==> config.mk <==
export PLATFORM = sky130hd
export DESIGN_NAME = pdt_timer
export DESIGN_NICKNAME = d
export VERILOG_FILES = /design/src/logic/pdt_pkg.sv /design/src/logic/pdt_timer.sv
export VERILOG_INCLUDE_DIRS = /design/src /design/src/logic
export SDC_FILE = /design/constraint.sdc
export NUM_CORES = 1
export LEC_CHECK = 0
export BUFFER_PORTS_ARGS = -buffer_cell sky130_fd_sc_hd__buf_4
export CAP_MARGIN = 20
export CORE_MARGIN = 2
export CORE_UTILIZATION = 54
export DETAILED_ROUTE_END_ITERATION = 6
export PLACE_DENSITY = 0.8
export SYNTH_ARGS = -nofsm -noshare
export SYNTH_HDL_FRONTEND = slang
export SYNTH_SLANG_ARGS = --single-unit
==> constraint.sdc <==
create_clock -name i_sys_clk -period 3.3 [get_ports i_sys_clk]
set_clock_uncertainty 0.2 [all_clocks]
set_input_delay 0.33 -clock i_sys_clk [delete_from_list [all_inputs] [get_ports i_sys_clk]]
set_output_delay 0.33 -clock i_sys_clk [all_outputs]
set_load 0.03 [all_outputs]
==> src/logic/pdt_consts.svh <==
// constants of the presettable down timer channel
`ifndef PDT_CONSTS_SVH
`define PDT_CONSTS_SVH

// counter and reload
`define PDT_CNT_W          16
`define PDT_CNT_RESET      16'hFFFF
`define PDT_CNT_ZERO       16'h0000
`define PDT_CNT_ONE        16'h0001

// clock source select codes
`define PDT_SRC_W          2
`define PDT_SRC_EXT        2'h3

// divider select and prescaler
`define PDT_DIV_W          4
`define PDT_PRESC_W        15
`define PDT_PRESC_ZERO     15'h0000
`define PDT_PRESC_ONE      15'h0001

// source pin indexes in the synchroniser bank
`define PDT_NSRC           5
`define PDT_PIN_IOSC       0
`define PDT_PIN_OSC1       1
`define PDT_PIN_OSC3       2
`define PDT_PIN_EXTERNAL_OSC_CLOCK      3
`define PDT_PIN_EVENT      4

// peripheral routing channel numbers
`define PDT_CH_SERIAL0     1
`define PDT_CH_SERIAL1     2
`define PDT_CH_CONVERTER   3

`endif

==> src/logic/pdt_pkg.sv <==
// types of the presettable down timer channel
package pdt_pkg;

    typedef enum logic [1:0]
    {
        PDT_SRC_IOSC,
        PDT_SRC_OSC1,
        PDT_SRC_OSC3,
        PDT_SRC_EXTERNAL
    } pdt_src_type;

    typedef enum logic
    {
        PDT_IDLE,
        PDT_RUNNING
    } pdt_run_type;

endpackage

==> src/logic/pdt_timer.sv <==
// one channel of the presettable 16-bit down timer
//
// What this block does
// RULE1 - 16-bit down counter, loaded from reload value, one step per count tick.
// RULE2 - source code 3 on event channel counts rising edges of event input.
// RULE3 - source code 3 on other channels counts the external oscillator clock.
// RULE4 - sleep with sleep stop set freezes counting, state held, resumes on wake.
// RULE5 - debug with debug run 0 freezes counting, state kept, resumes after debug.
// RULE6 - debug with debug run 1 keeps counting normally.
// RULE7 - underflow pulse sets flag and feeds peripheral clock, valid in repeat mode.
// RULE8 - underflow period is reload value plus one count ticks.
// RULE9 - repeat mode runs until run cleared, reloading on each underflow.
// RULE10 - one-shot reloads at first underflow, stops, run bit clears same cycle.
// RULE11 - software reads count twice until equal, or stops timer first.
// RULE12 - underflow sets flag, only a written 1 clears it.
// RULE13 - interrupt request only while flag set and enable is 1.
// RULE14 - software: clock, enable, mode, reload, flag and enable, preset, then run.
// RULE15 - channels 1 and 2 clock the serial masters, channel 3 triggers converter.
// RULE16 - preset command copies reload into counter, reads busy until done.
// RULE17 - software keeps reload steady while running, at least 1 in one-shot.
// RULE18 - software writes run or preset only with module enable set.
// RULE19 - foreign inputs synchronised before use, status returned as registered bits.
`timescale 1ns/1ns
`include "pdt_consts.svh"

module pdt_timer
#(
    parameter bit          HAS_EVENT  = 1'b1,
    parameter logic [1:0]  CHANNEL_ID = 2'h1
)
(
    // clock and reset
    input  wire logic                     i_sys_clk,
    input  wire logic                     i_rst_b,
    // configuration
    input  wire logic                     i_module_enable,
    input  wire logic                     i_oneshot_select,
    input  wire logic [`PDT_SRC_W-1:0]    i_clock_source_select,
    input  wire logic [`PDT_DIV_W-1:0]    i_clock_divider_select,
    input  wire logic                     i_debug_run,
    input  wire logic                     i_sleep_clock_stop,
    input  wire logic [`PDT_CNT_W-1:0]    i_reload_value,
    input  wire logic                     i_underflow_irq_enable,
    // commands, one-cycle strobes
    input  wire logic                     i_run_write,
    input  wire logic                     i_run_wdata,
    input  wire logic                     i_preset_write,
    input  wire logic                     i_flag_clear,
    // system state
    input  wire logic                     i_sleep_mode,
    input  wire logic                     i_debug_mode,
    // clock source pins
    input  wire logic                     i_iosc_clock,
    input  wire logic                     i_osc1_clock,
    input  wire logic                     i_osc3_clock,
    input  wire logic                     i_external_osc_clock,
    input  wire logic                     i_external_event_input,
    // status
    output logic [`PDT_CNT_W-1:0]         o_count_value,
    output logic                          o_run_control,
    output logic                          o_preset_busy,
    output logic                          o_underflow_flag,
    output logic                          o_irq,
    // peripheral outputs
    output logic                          o_underflow_pulse,
    output logic                          o_serial_master_clock,
    output logic                          o_converter_trigger
);

    ////////////////////////////////////////////////////////////////////////////
    // source pin synchronisers and edge detect
    logic [`PDT_NSRC-1:0]    sync1_q;
    logic [`PDT_NSRC-1:0]    sync2_q;
    logic [`PDT_NSRC-1:0]    prev_q;
    logic [`PDT_NSRC-1:0]    pins;
    logic [`PDT_NSRC-1:0]    rise;

    assign pins[`PDT_PIN_IOSC]  = i_iosc_clock;
    assign pins[`PDT_PIN_OSC1]  = i_osc1_clock;
    assign pins[`PDT_PIN_OSC3]  = i_osc3_clock;
    assign pins[`PDT_PIN_EXTERNAL_OSC_CLOCK] = i_external_osc_clock;
    assign pins[`PDT_PIN_EVENT] = i_external_event_input;

    genvar g;
    generate
        for (g = 0; g < `PDT_NSRC; g = g + 1)
        begin : gen_sync
            always_ff @(posedge i_sys_clk or negedge i_rst_b)
            begin
                if (!i_rst_b)
                begin
                    sync1_q[g] <= 1'b0;
                    sync2_q[g] <= 1'b0;
                    prev_q[g]  <= 1'b0;
                end
                else
                begin
                    sync1_q[g] <= pins[g];     // see RULE19
                    sync2_q[g] <= sync1_q[g];
                    prev_q[g]  <= sync2_q[g];
                end
            end
            assign rise[g] = sync2_q[g] & ~prev_q[g];
        end
    endgenerate

    ////////////////////////////////////////////////////////////////////////////
    // source selection, gating and prescaler
    function automatic logic [`PDT_PRESC_W-1:0] div_mask(input logic [`PDT_DIV_W-1:0] sel);
        div_mask = ~(`PDT_PRESC_W'(16'hFFFF) << sel);
    endfunction
    pdt_pkg::pdt_src_type      src_sel;
    logic                      src_edge;
    logic                      event_mode;
    logic                      kernel_on;
    logic [`PDT_PRESC_W-1:0]   mask;
    logic [`PDT_PRESC_W-1:0]   presc_q;
    logic                      tick;

    assign src_sel    = pdt_pkg::pdt_src_type'(i_clock_source_select);
    assign event_mode = HAS_EVENT && (i_clock_source_select == `PDT_SRC_EXT);   // see RULE2

    always_comb
    begin
        case (src_sel)
            pdt_pkg::PDT_SRC_IOSC:     src_edge = rise[`PDT_PIN_IOSC];
            pdt_pkg::PDT_SRC_OSC1:     src_edge = rise[`PDT_PIN_OSC1];
            pdt_pkg::PDT_SRC_OSC3:     src_edge = rise[`PDT_PIN_OSC3];
            default:                   src_edge = HAS_EVENT ? rise[`PDT_PIN_EVENT]   // see RULE2
                                                            : rise[`PDT_PIN_EXTERNAL_OSC_CLOCK];  // see RULE3
        endcase
    end

    // kernel clock delivery gate
    assign kernel_on = i_module_enable
                     && !(i_sleep_mode && i_sleep_clock_stop)   // see RULE4
                     && !(i_debug_mode && !i_debug_run);        // see RULE5 see RULE6

    // event counting uses each edge
    assign mask = event_mode ? `PDT_PRESC_ZERO : div_mask(i_clock_divider_select);
    assign tick = kernel_on && src_edge && ((presc_q & mask) == mask);

    always_ff @(posedge i_sys_clk or negedge i_rst_b)
    begin
        if (!i_rst_b)
        begin
            presc_q <= `PDT_PRESC_ZERO;
        end
        else if (!i_module_enable)
        begin
            presc_q <= `PDT_PRESC_ZERO;
        end
        else if (kernel_on && src_edge)
        begin
            presc_q <= ((presc_q & mask) == mask) ? `PDT_PRESC_ZERO : presc_q + `PDT_PRESC_ONE;
        end
    end

    ////////////////////////////////////////////////////////////////////////////
    // run control
    pdt_pkg::pdt_run_type    run_q;
    logic                    underflow;
    logic [`PDT_CNT_W-1:0]   count_q;

    assign underflow = (run_q == pdt_pkg::PDT_RUNNING) && tick && (count_q == `PDT_CNT_ZERO);

    always_ff @(posedge i_sys_clk or negedge i_rst_b)
    begin
        if (!i_rst_b)
        begin
            run_q <= pdt_pkg::PDT_IDLE;
        end
        else
        begin
            case (run_q)
                pdt_pkg::PDT_IDLE:
                begin
                    if (i_run_write && i_run_wdata && i_module_enable)
                    begin
                        run_q <= pdt_pkg::PDT_RUNNING;
                    end
                end
                default:
                begin
                    if (i_run_write && !i_run_wdata)
                    begin
                        run_q <= pdt_pkg::PDT_IDLE;      // see RULE9
                    end
                    else if (underflow && i_oneshot_select)
                    begin
                        run_q <= pdt_pkg::PDT_IDLE;      // see RULE10
                    end
                end
            endcase
        end
    end

    ////////////////////////////////////////////////////////////////////////////
    // preset command
    logic    preset_q;

    always_ff @(posedge i_sys_clk or negedge i_rst_b)
    begin
        if (!i_rst_b)
        begin
            preset_q <= 1'b0;
        end
        else if (preset_q)
        begin
            preset_q <= 1'b0;                            // see RULE16
        end
        else if (i_preset_write && i_module_enable)
        begin
            preset_q <= 1'b1;                            // see RULE16
        end
    end

    ////////////////////////////////////////////////////////////////////////////
    // down counter
    always_ff @(posedge i_sys_clk or negedge i_rst_b)
    begin
        if (!i_rst_b)
        begin
            count_q <= `PDT_CNT_RESET;
        end
        else if (preset_q)
        begin
            count_q <= i_reload_value;                   // see RULE16
        end
        else if (underflow)
        begin
            count_q <= i_reload_value;                   // see RULE8 see RULE9 see RULE10
        end
        else if ((run_q == pdt_pkg::PDT_RUNNING) && tick)
        begin
            count_q <= count_q - `PDT_CNT_ONE;           // see RULE1
        end
    end

    ////////////////////////////////////////////////////////////////////////////
    // flag, request and peripheral outputs
    logic    flag_q;
    logic    flag_d;
    logic    irq_q;
    logic    pulse_q;
    logic    pclk_q;
    logic    trig_q;
    // a new underflow beats a clear in the same cycle
    assign flag_d = underflow ? 1'b1 : (i_flag_clear ? 1'b0 : flag_q);   // see RULE12

    always_ff @(posedge i_sys_clk or negedge i_rst_b)
    begin
        if (!i_rst_b)
        begin
            flag_q <= 1'b0;
            irq_q  <= 1'b0;
        end
        else
        begin
            flag_q <= flag_d;
            irq_q  <= flag_d && i_underflow_irq_enable;  // see RULE13
        end
    end

    always_ff @(posedge i_sys_clk or negedge i_rst_b)
    begin
        if (!i_rst_b)
        begin
            pulse_q <= 1'b0;
            pclk_q  <= 1'b0;
            trig_q  <= 1'b0;
        end
        else
        begin
            pulse_q <= underflow;                        // see RULE7
            if ((CHANNEL_ID == `PDT_CH_SERIAL0 || CHANNEL_ID == `PDT_CH_SERIAL1)
                && underflow && !i_oneshot_select)
            begin
                pclk_q <= ~pclk_q;                       // see RULE7 see RULE15
            end
            trig_q <= (CHANNEL_ID == `PDT_CH_CONVERTER) && underflow;   // see RULE15
        end
    end

    assign o_count_value         = count_q;
    assign o_run_control         = (run_q == pdt_pkg::PDT_RUNNING);
    assign o_preset_busy         = preset_q;
    assign o_underflow_flag      = flag_q;
    assign o_irq                 = irq_q;
    assign o_underflow_pulse     = pulse_q;
    assign o_serial_master_clock = pclk_q;
    assign o_converter_trigger   = trig_q;
endmodule

Word-level counts from Yosys, hierarchy flattened

Index checks and enable logic that the tools add are counted.

Bits of input ports: 40
Register bits after elaboration: 49
Logic and storage cells: 78
Output and inout bits: 23

Muxes and demuxes: 16
Add/subtract/negate cells: 2
Equal/unequal tests: 5
Shifts and indexed selects: 1
Bitwise operators: 11
Reduce and logical (&&, ||, !) cells: 23

Operators with widths:

| kind                    | number |
|---|---|
| $mux W15                | 4 |
| $mux W16                | 3 |
| $logic_not A16 Y1       | 1 |
| $sub A16 B1 Y16 const B | 1 |
| $add A15 B1 Y15 const B | 1 |
| $and A15 B15 Y15        | 1 |
| $eq A15 B15 Y1          | 1 |
| $logic_and A1 B1 Y1     | 15 |
| $not A15 Y15            | 1 |
| $shl A15 B4 Y15 const A | 1 |
| $mux W1                 | 8 |
| $logic_not A1 Y1        | 5 |
| $not A1 Y1              | 5 |
| $and A1 B1 Y1           | 4 |
| $eq A2 B2 Y1 const B    | 2 |
| $pmux W1 S3             | 1 |
| $reduce_bool A3 Y1      | 1 |
| $eq A2 B1 Y1 const B    | 1 |
| $logic_not A2 Y1        | 1 |
| $ne A2 B1 Y1 const B    | 1 |

Logic depth before layout (Yosys ltp)

Word-level depth: 12
Mapped depth: 10
Depth with buffers taken out: 8

Worst setup path before layout

No wires, ideal clock.

Path type: input to register
Start point: in i_clock_divider_select[2]
End point: reg count_q[10], in the netlist o_count_value[10]
Library setup time: 0.098 ns
Arrival time: 2.056 ns
Cell stages on the path: 9
Required time: 3.002 ns
Setup slack: 0.946 ns
Path buffers: 3
Cell sequence: buf_2 -> o21ba_1 -> nor3_1 -> a31oi_1 -> o41a_1 -> buf_6 -> o21a_4 -> buf_6 -> a221oi_1

Word-level cells in the longest chain between the ends: 10
Elaborated cells between the ends (all ways): 11
Classes of those cells: eq/ne: 1; shift: 1; mux: 3; bitwise: 2; reduce/logical: 4

Ends and longest elaborated chain:

| item                        | RTL line                           | source |
|---|---|---|
| start, declared             | pdt_timer.sv:39                    | `` input wire logic [`PDT_DIV_W-1:0] i_clock_divider_select, `` |
| $shl A15 B4 Y15 (no line) * | n/a                                |  |
| $not A15 Y15 *              | pdt_timer.sv:110                   | `` div_mask = ~(`PDT_PRESC_W'(16'hFFFF) << sel); `` |
| $mux W15 *                  | pdt_timer.sv:140                   | `` assign mask = event_mode ? `PDT_PRESC_ZERO : div_mask(i_clock_divider_select); `` |
| $and A15 B15 Y15            | pdt_timer.sv:141                   | `assign tick = kernel_on && src_edge && ((presc_q & mask) == mask);` |
| $eq A15 B15 Y1 *            | pdt_timer.sv:141                   |  |
| $logic_and A1 B1 Y1 *       | pdt_timer.sv:141                   |  |
| $logic_and A1 B1 Y1 *       | pdt_timer.sv:165, pdt_timer.sv:234 |  |
| $logic_and A1 B1 Y1         | pdt_timer.sv:165                   | `` assign underflow = (run_q == pdt_pkg::PDT_RUNNING) && tick && (count_q == `PDT_CNT_ZERO); `` |
| $mux W16                    | pdt_timer.sv:230                   | `else if (underflow)` |
| $mux W16                    | pdt_timer.sv:226                   | `else if (preset_q)` |
| end signal, assigned        | pdt_timer.sv:228                   | `count_q <= i_reload_value;` |
| end signal, assigned        | pdt_timer.sv:232                   | `count_q <= i_reload_value;` |
| end signal, assigned        | pdt_timer.sv:236                   | `` count_q <= count_q - `PDT_CNT_ONE; `` |
| end, declared               | pdt_timer.sv:163                   | `` logic [`PDT_CNT_W-1:0] count_q; `` |

Every way passes the cells marked *; elsewhere a longest branch is shown, timed or not.
A chain may end at the register's enable or synchronous reset.

Worst setup path after layout

Start point: reg prev_q[2]
End point: reg count_q[8], in the netlist o_count_value[8]

Word-level cells in the longest chain between the ends: 9
Elaborated cells between the ends (all ways): 10
Classes of those cells: mux: 3; bitwise: 2; reduce/logical: 5

Ends and longest elaborated chain:

| item                                | RTL line                           | source |
|---|---|---|
| start, declared                     | pdt_timer.sv:74                    | `` logic [`PDT_NSRC-1:0] prev_q; `` |
| start signal, assigned by index     | pdt_timer.sv:100                   | `prev_q[g] <= sync2_q[g];` |
| $not A1 Y1 *                        | pdt_timer.sv:103                   | `assign rise[g] = sync2_q[g] & ~prev_q[g];` |
| $and A1 B1 Y1 *                     | pdt_timer.sv:103                   |  |
| $pmux W1 S3 *                       | pdt_timer.sv:125                   | `case (src_sel)` |
| $logic_and A1 B1 Y1 * (2 in series) | pdt_timer.sv:141                   |  |
| $logic_and A1 B1 Y1 *               | pdt_timer.sv:165, pdt_timer.sv:234 |  |
| $logic_and A1 B1 Y1                 | pdt_timer.sv:165                   |  |
| $mux W16                            | pdt_timer.sv:230                   |  |
| $mux W16                            | pdt_timer.sv:226                   |  |

Marks and branches as above.

==> results.json <==
{
  "first_global_vias": 2411,
  "slew_headroom_pct": 60.2,
  "period_share_pct": 83.9,
  "power_density_nw_per_um2": 455,
  "postSynthCellCount": 294,
  "yosys_warnings": 0,
  "gp_congestion": 0.934,
  "htreeDepth": 2,
  "fin_util_pct": 71.1,
  "cp.required_ps": 3310,
  "endpoint_kind": "flop",
  "cts.sinks": 49,
  "grt_pass1_wl_um": 11200,
  "cts_buffers": 5,
  "synth_edf_count": 0,
  "slew_violations": 0,
  "areaGrowthSynthToFinish_pct": 24.9,
  "r2r_end": "o_count_value[8]",
  "rsz0062_at_grt": "no",
  "rrSetupSlack_ps": 530,
  "crit_arrival_ps": 2780,
  "syn_nets": 336,
  "vias": 2528,
  "yosysUniqueCellTypes": 62,
  "cp-startpoint": "prev_q[2]",
  "wl_per_cell_um": 15.6,
  "status": "finished, final reports clean",
  "antenna_found_initial": 0,
  "initialDrtViolationCount": 213,
  "post-route-min-period_ps": 2770,
  "fillers": 390,
  "setup_tns_ps": 0,
  "endpoint": "o_count_value[8]",
  "die-width_um": 75.0,
  "pin_count": 63,
  "tritoncts": "built",
  "crit_type": "flop to flop",
  "initial_core_util_pct": 56.9,
  "hold-path-cell-count": 2,
  "nets": 401,
  "drive_gt1_share_pct": 28.1,
  "setup_viol": 0,
  "clk_pin_slew_worst_paths_ps": 90,
  "overflow": 0,
  "synthArstFlopShare_pct": 100,
  "synth_seq_area_share_pct": 45.7,
  "leakage_nw": 1.43,
  "r2r-start": "prev_q[2]",
  "cp-start-kind": "flop",
  "place_hpwl_um": 4810,
  "cts_root_buffer": "clkbuf_8",
  "numPortBuffers": 60,
  "clk_latency_ps": 310,
  "grt_use_total_pct": 25.7,
  "core_area_um2": 4790,
  "setup_ws_ps": 531,
  "wirelength_um": 6650,
  "final-hold-violation-count": 0,
  "crit_fanout": 10,
  "dieHeight_um": 75.0,
  "synth_ff_type": "dfrtp_1",
  "ctsLongestPathBuffers": 2,
  "pre_cts_ws_ps": 488,
  "grt_start_max_net_pins": 50,
  "hp-class": "primary input to flop",
  "netlist_area_um2": 2730,
  "worstMarginPinSlew_ps": 596,
  "fmax_mhz": 361,
  "syn_avg_cell_area_um2": 9.27,
  "cts_setup_buffers": 0,
  "max-cap-violations": 0,
  "num_rows": 25,
  "die_area_um2": 5630,
  "postRouteAntennaNets": 0,
  "dr.pass1.iters": 5,
  "n_antenna_cell": 0,
  "vdd_drop_max_mv": 0.302,
  "ff2ff_path_depth": 8,
  "ys_ff_latch": 49,
  "vias_per_cell": 5.92,
  "drc": 0
}
[worst min-delay path by stage]
stage	startpoint	endpoint	slack (ps)
finish	i_flag_clear	o_underflow_flag	20
global route	i_flag_clear	o_underflow_flag	20
CTS	i_flag_clear	o_underflow_flag	20
detailed placement	sync1_q[0]	sync2_q[0]	130
global placement	sync1_q[1]	sync2_q[1]	130
floorplan	i_rst_b	o_irq	-170
[registers in the layout, indices dropped and copies added, names as in the netlist]
register               flops
o_underflow_flag           1
o_count_value             16
o_serial_master_clock      1
sync1_q                    4
o_underflow_pulse          1
o_irq                      1
prev_q                     4
o_preset_busy              1
presc_q                   15
o_run_control              1
sync2_q                    4
[critical path: stages, from the launching register on]
cell	delay [ps]
dfrtp_1	370
nor4bb_1	330
nor4_1	100
buf_4	160
nor3_1	310
nand3b_2	270
or2_1	460
o311ai_1	320
o221ai_1	170
[where the power goes]
group | internal, mW | switching (mW)
combinational | 0.134 | 0.184
sequential | 0.666 | 0.0537
clock | 0.305 | 0.207
total | 1.11 | 0.445
[placed cells by master, fill, tap and decap left out, types with 3 or more instances in the layout]
master	instances
nor4_2	3
and2_1	3
nor3_1	17
a21oi_1	11
dlygate4sd3_1	5
a211o_1	3
a31oi_1	5
o31ai_1	3
and3_1	3
nor4_1	4
clkbuf_8	5
or3_1	4
nand2b_1	4
nor2_1	37
nand2_1	29
o21ai_0	9
inv_1	12
dfrtp_1	33
o22ai_1	3
o21ai_1	4
xnor2_1	5
xor2_1	4
a221oi_1	3
dfstp_2	16
nand4_1	8
a211oi_1	8
buf_4	63
nand3_1	9
[metrics by stage]
| step | cells | total power, mW | hold slack (ps) | area (um2) |
|---|---|---|---|---|
| finish | 427 | 1.55 | 20.8 | 3400 |
| global placement | 414 | 1.04 | 133 | 3220 |
| floorplan | 294 | 0.907 | -166 | 2730 |
| global route | 427 | 1.62 | 19.1 | 3400 |
| CTS | 427 | 1.56 | 17.2 | 3400 |
| detailed placement | 414 | 1.04 | 135 | 3220 |
[what timing repair did]
action / CTS / global route
hold endpoints to repair: 37 / 0
hold buffers: 5 / 0
resized for setup: 0 / 0
[cell type report]
cell class	count	area, um2	area share, %
clock buffers	5	68.8	2.02
clock inverters	3	68.8	2.02
inverters	14	52.6	1.54
multi-input cells	221	1360	40.0
flip-flops and latches	49	1250	36.6
well taps	67	83.8	2.46
repair buffers	68	523	15.4
[metal layers]
layer,GRT usage (%),routed length [um]
met4,5.16,57
met1,37.2,2980
met3,4.69,534
met5,0,0
met2,40.7,3080
[Yosys cell counts (all sizes together) (5+ instances only)]
library cell / instances / area share (%)
nand4: 8 / 1.8
dfstp: 16 / 15
nand2: 29 / 4.0
nand3: 9 / 1.7
o21ai: 13 / 2.4
a211oi: 9 / 2.7
a31oi: 5 / 1.1
buf: 6 / 1.9
dfrtp: 33 / 30
nor4: 7 / 2.3
inv: 14 / 1.9
xnor2: 5 / 1.6
nor2: 38 / 5.5
a21oi: 11 / 2.0
nor3: 19 / 3.9
[kinds of logic (layout without fill, tap and decap cells)]
family,Yosys count,in the layout,synth area share (%)
and+or+nand+nor,139,139,27.5
AOI/OAI and AO/OA,70,70,18.5
DFF,49,49,45.7
buffers and inverters,24,90,4.36
xor gates and xnor gates,9,9,2.89
adders and majority gates,2,2,0.918
other,1,1,0.138
No activity file was read; power rests on OpenSTA's default activity.
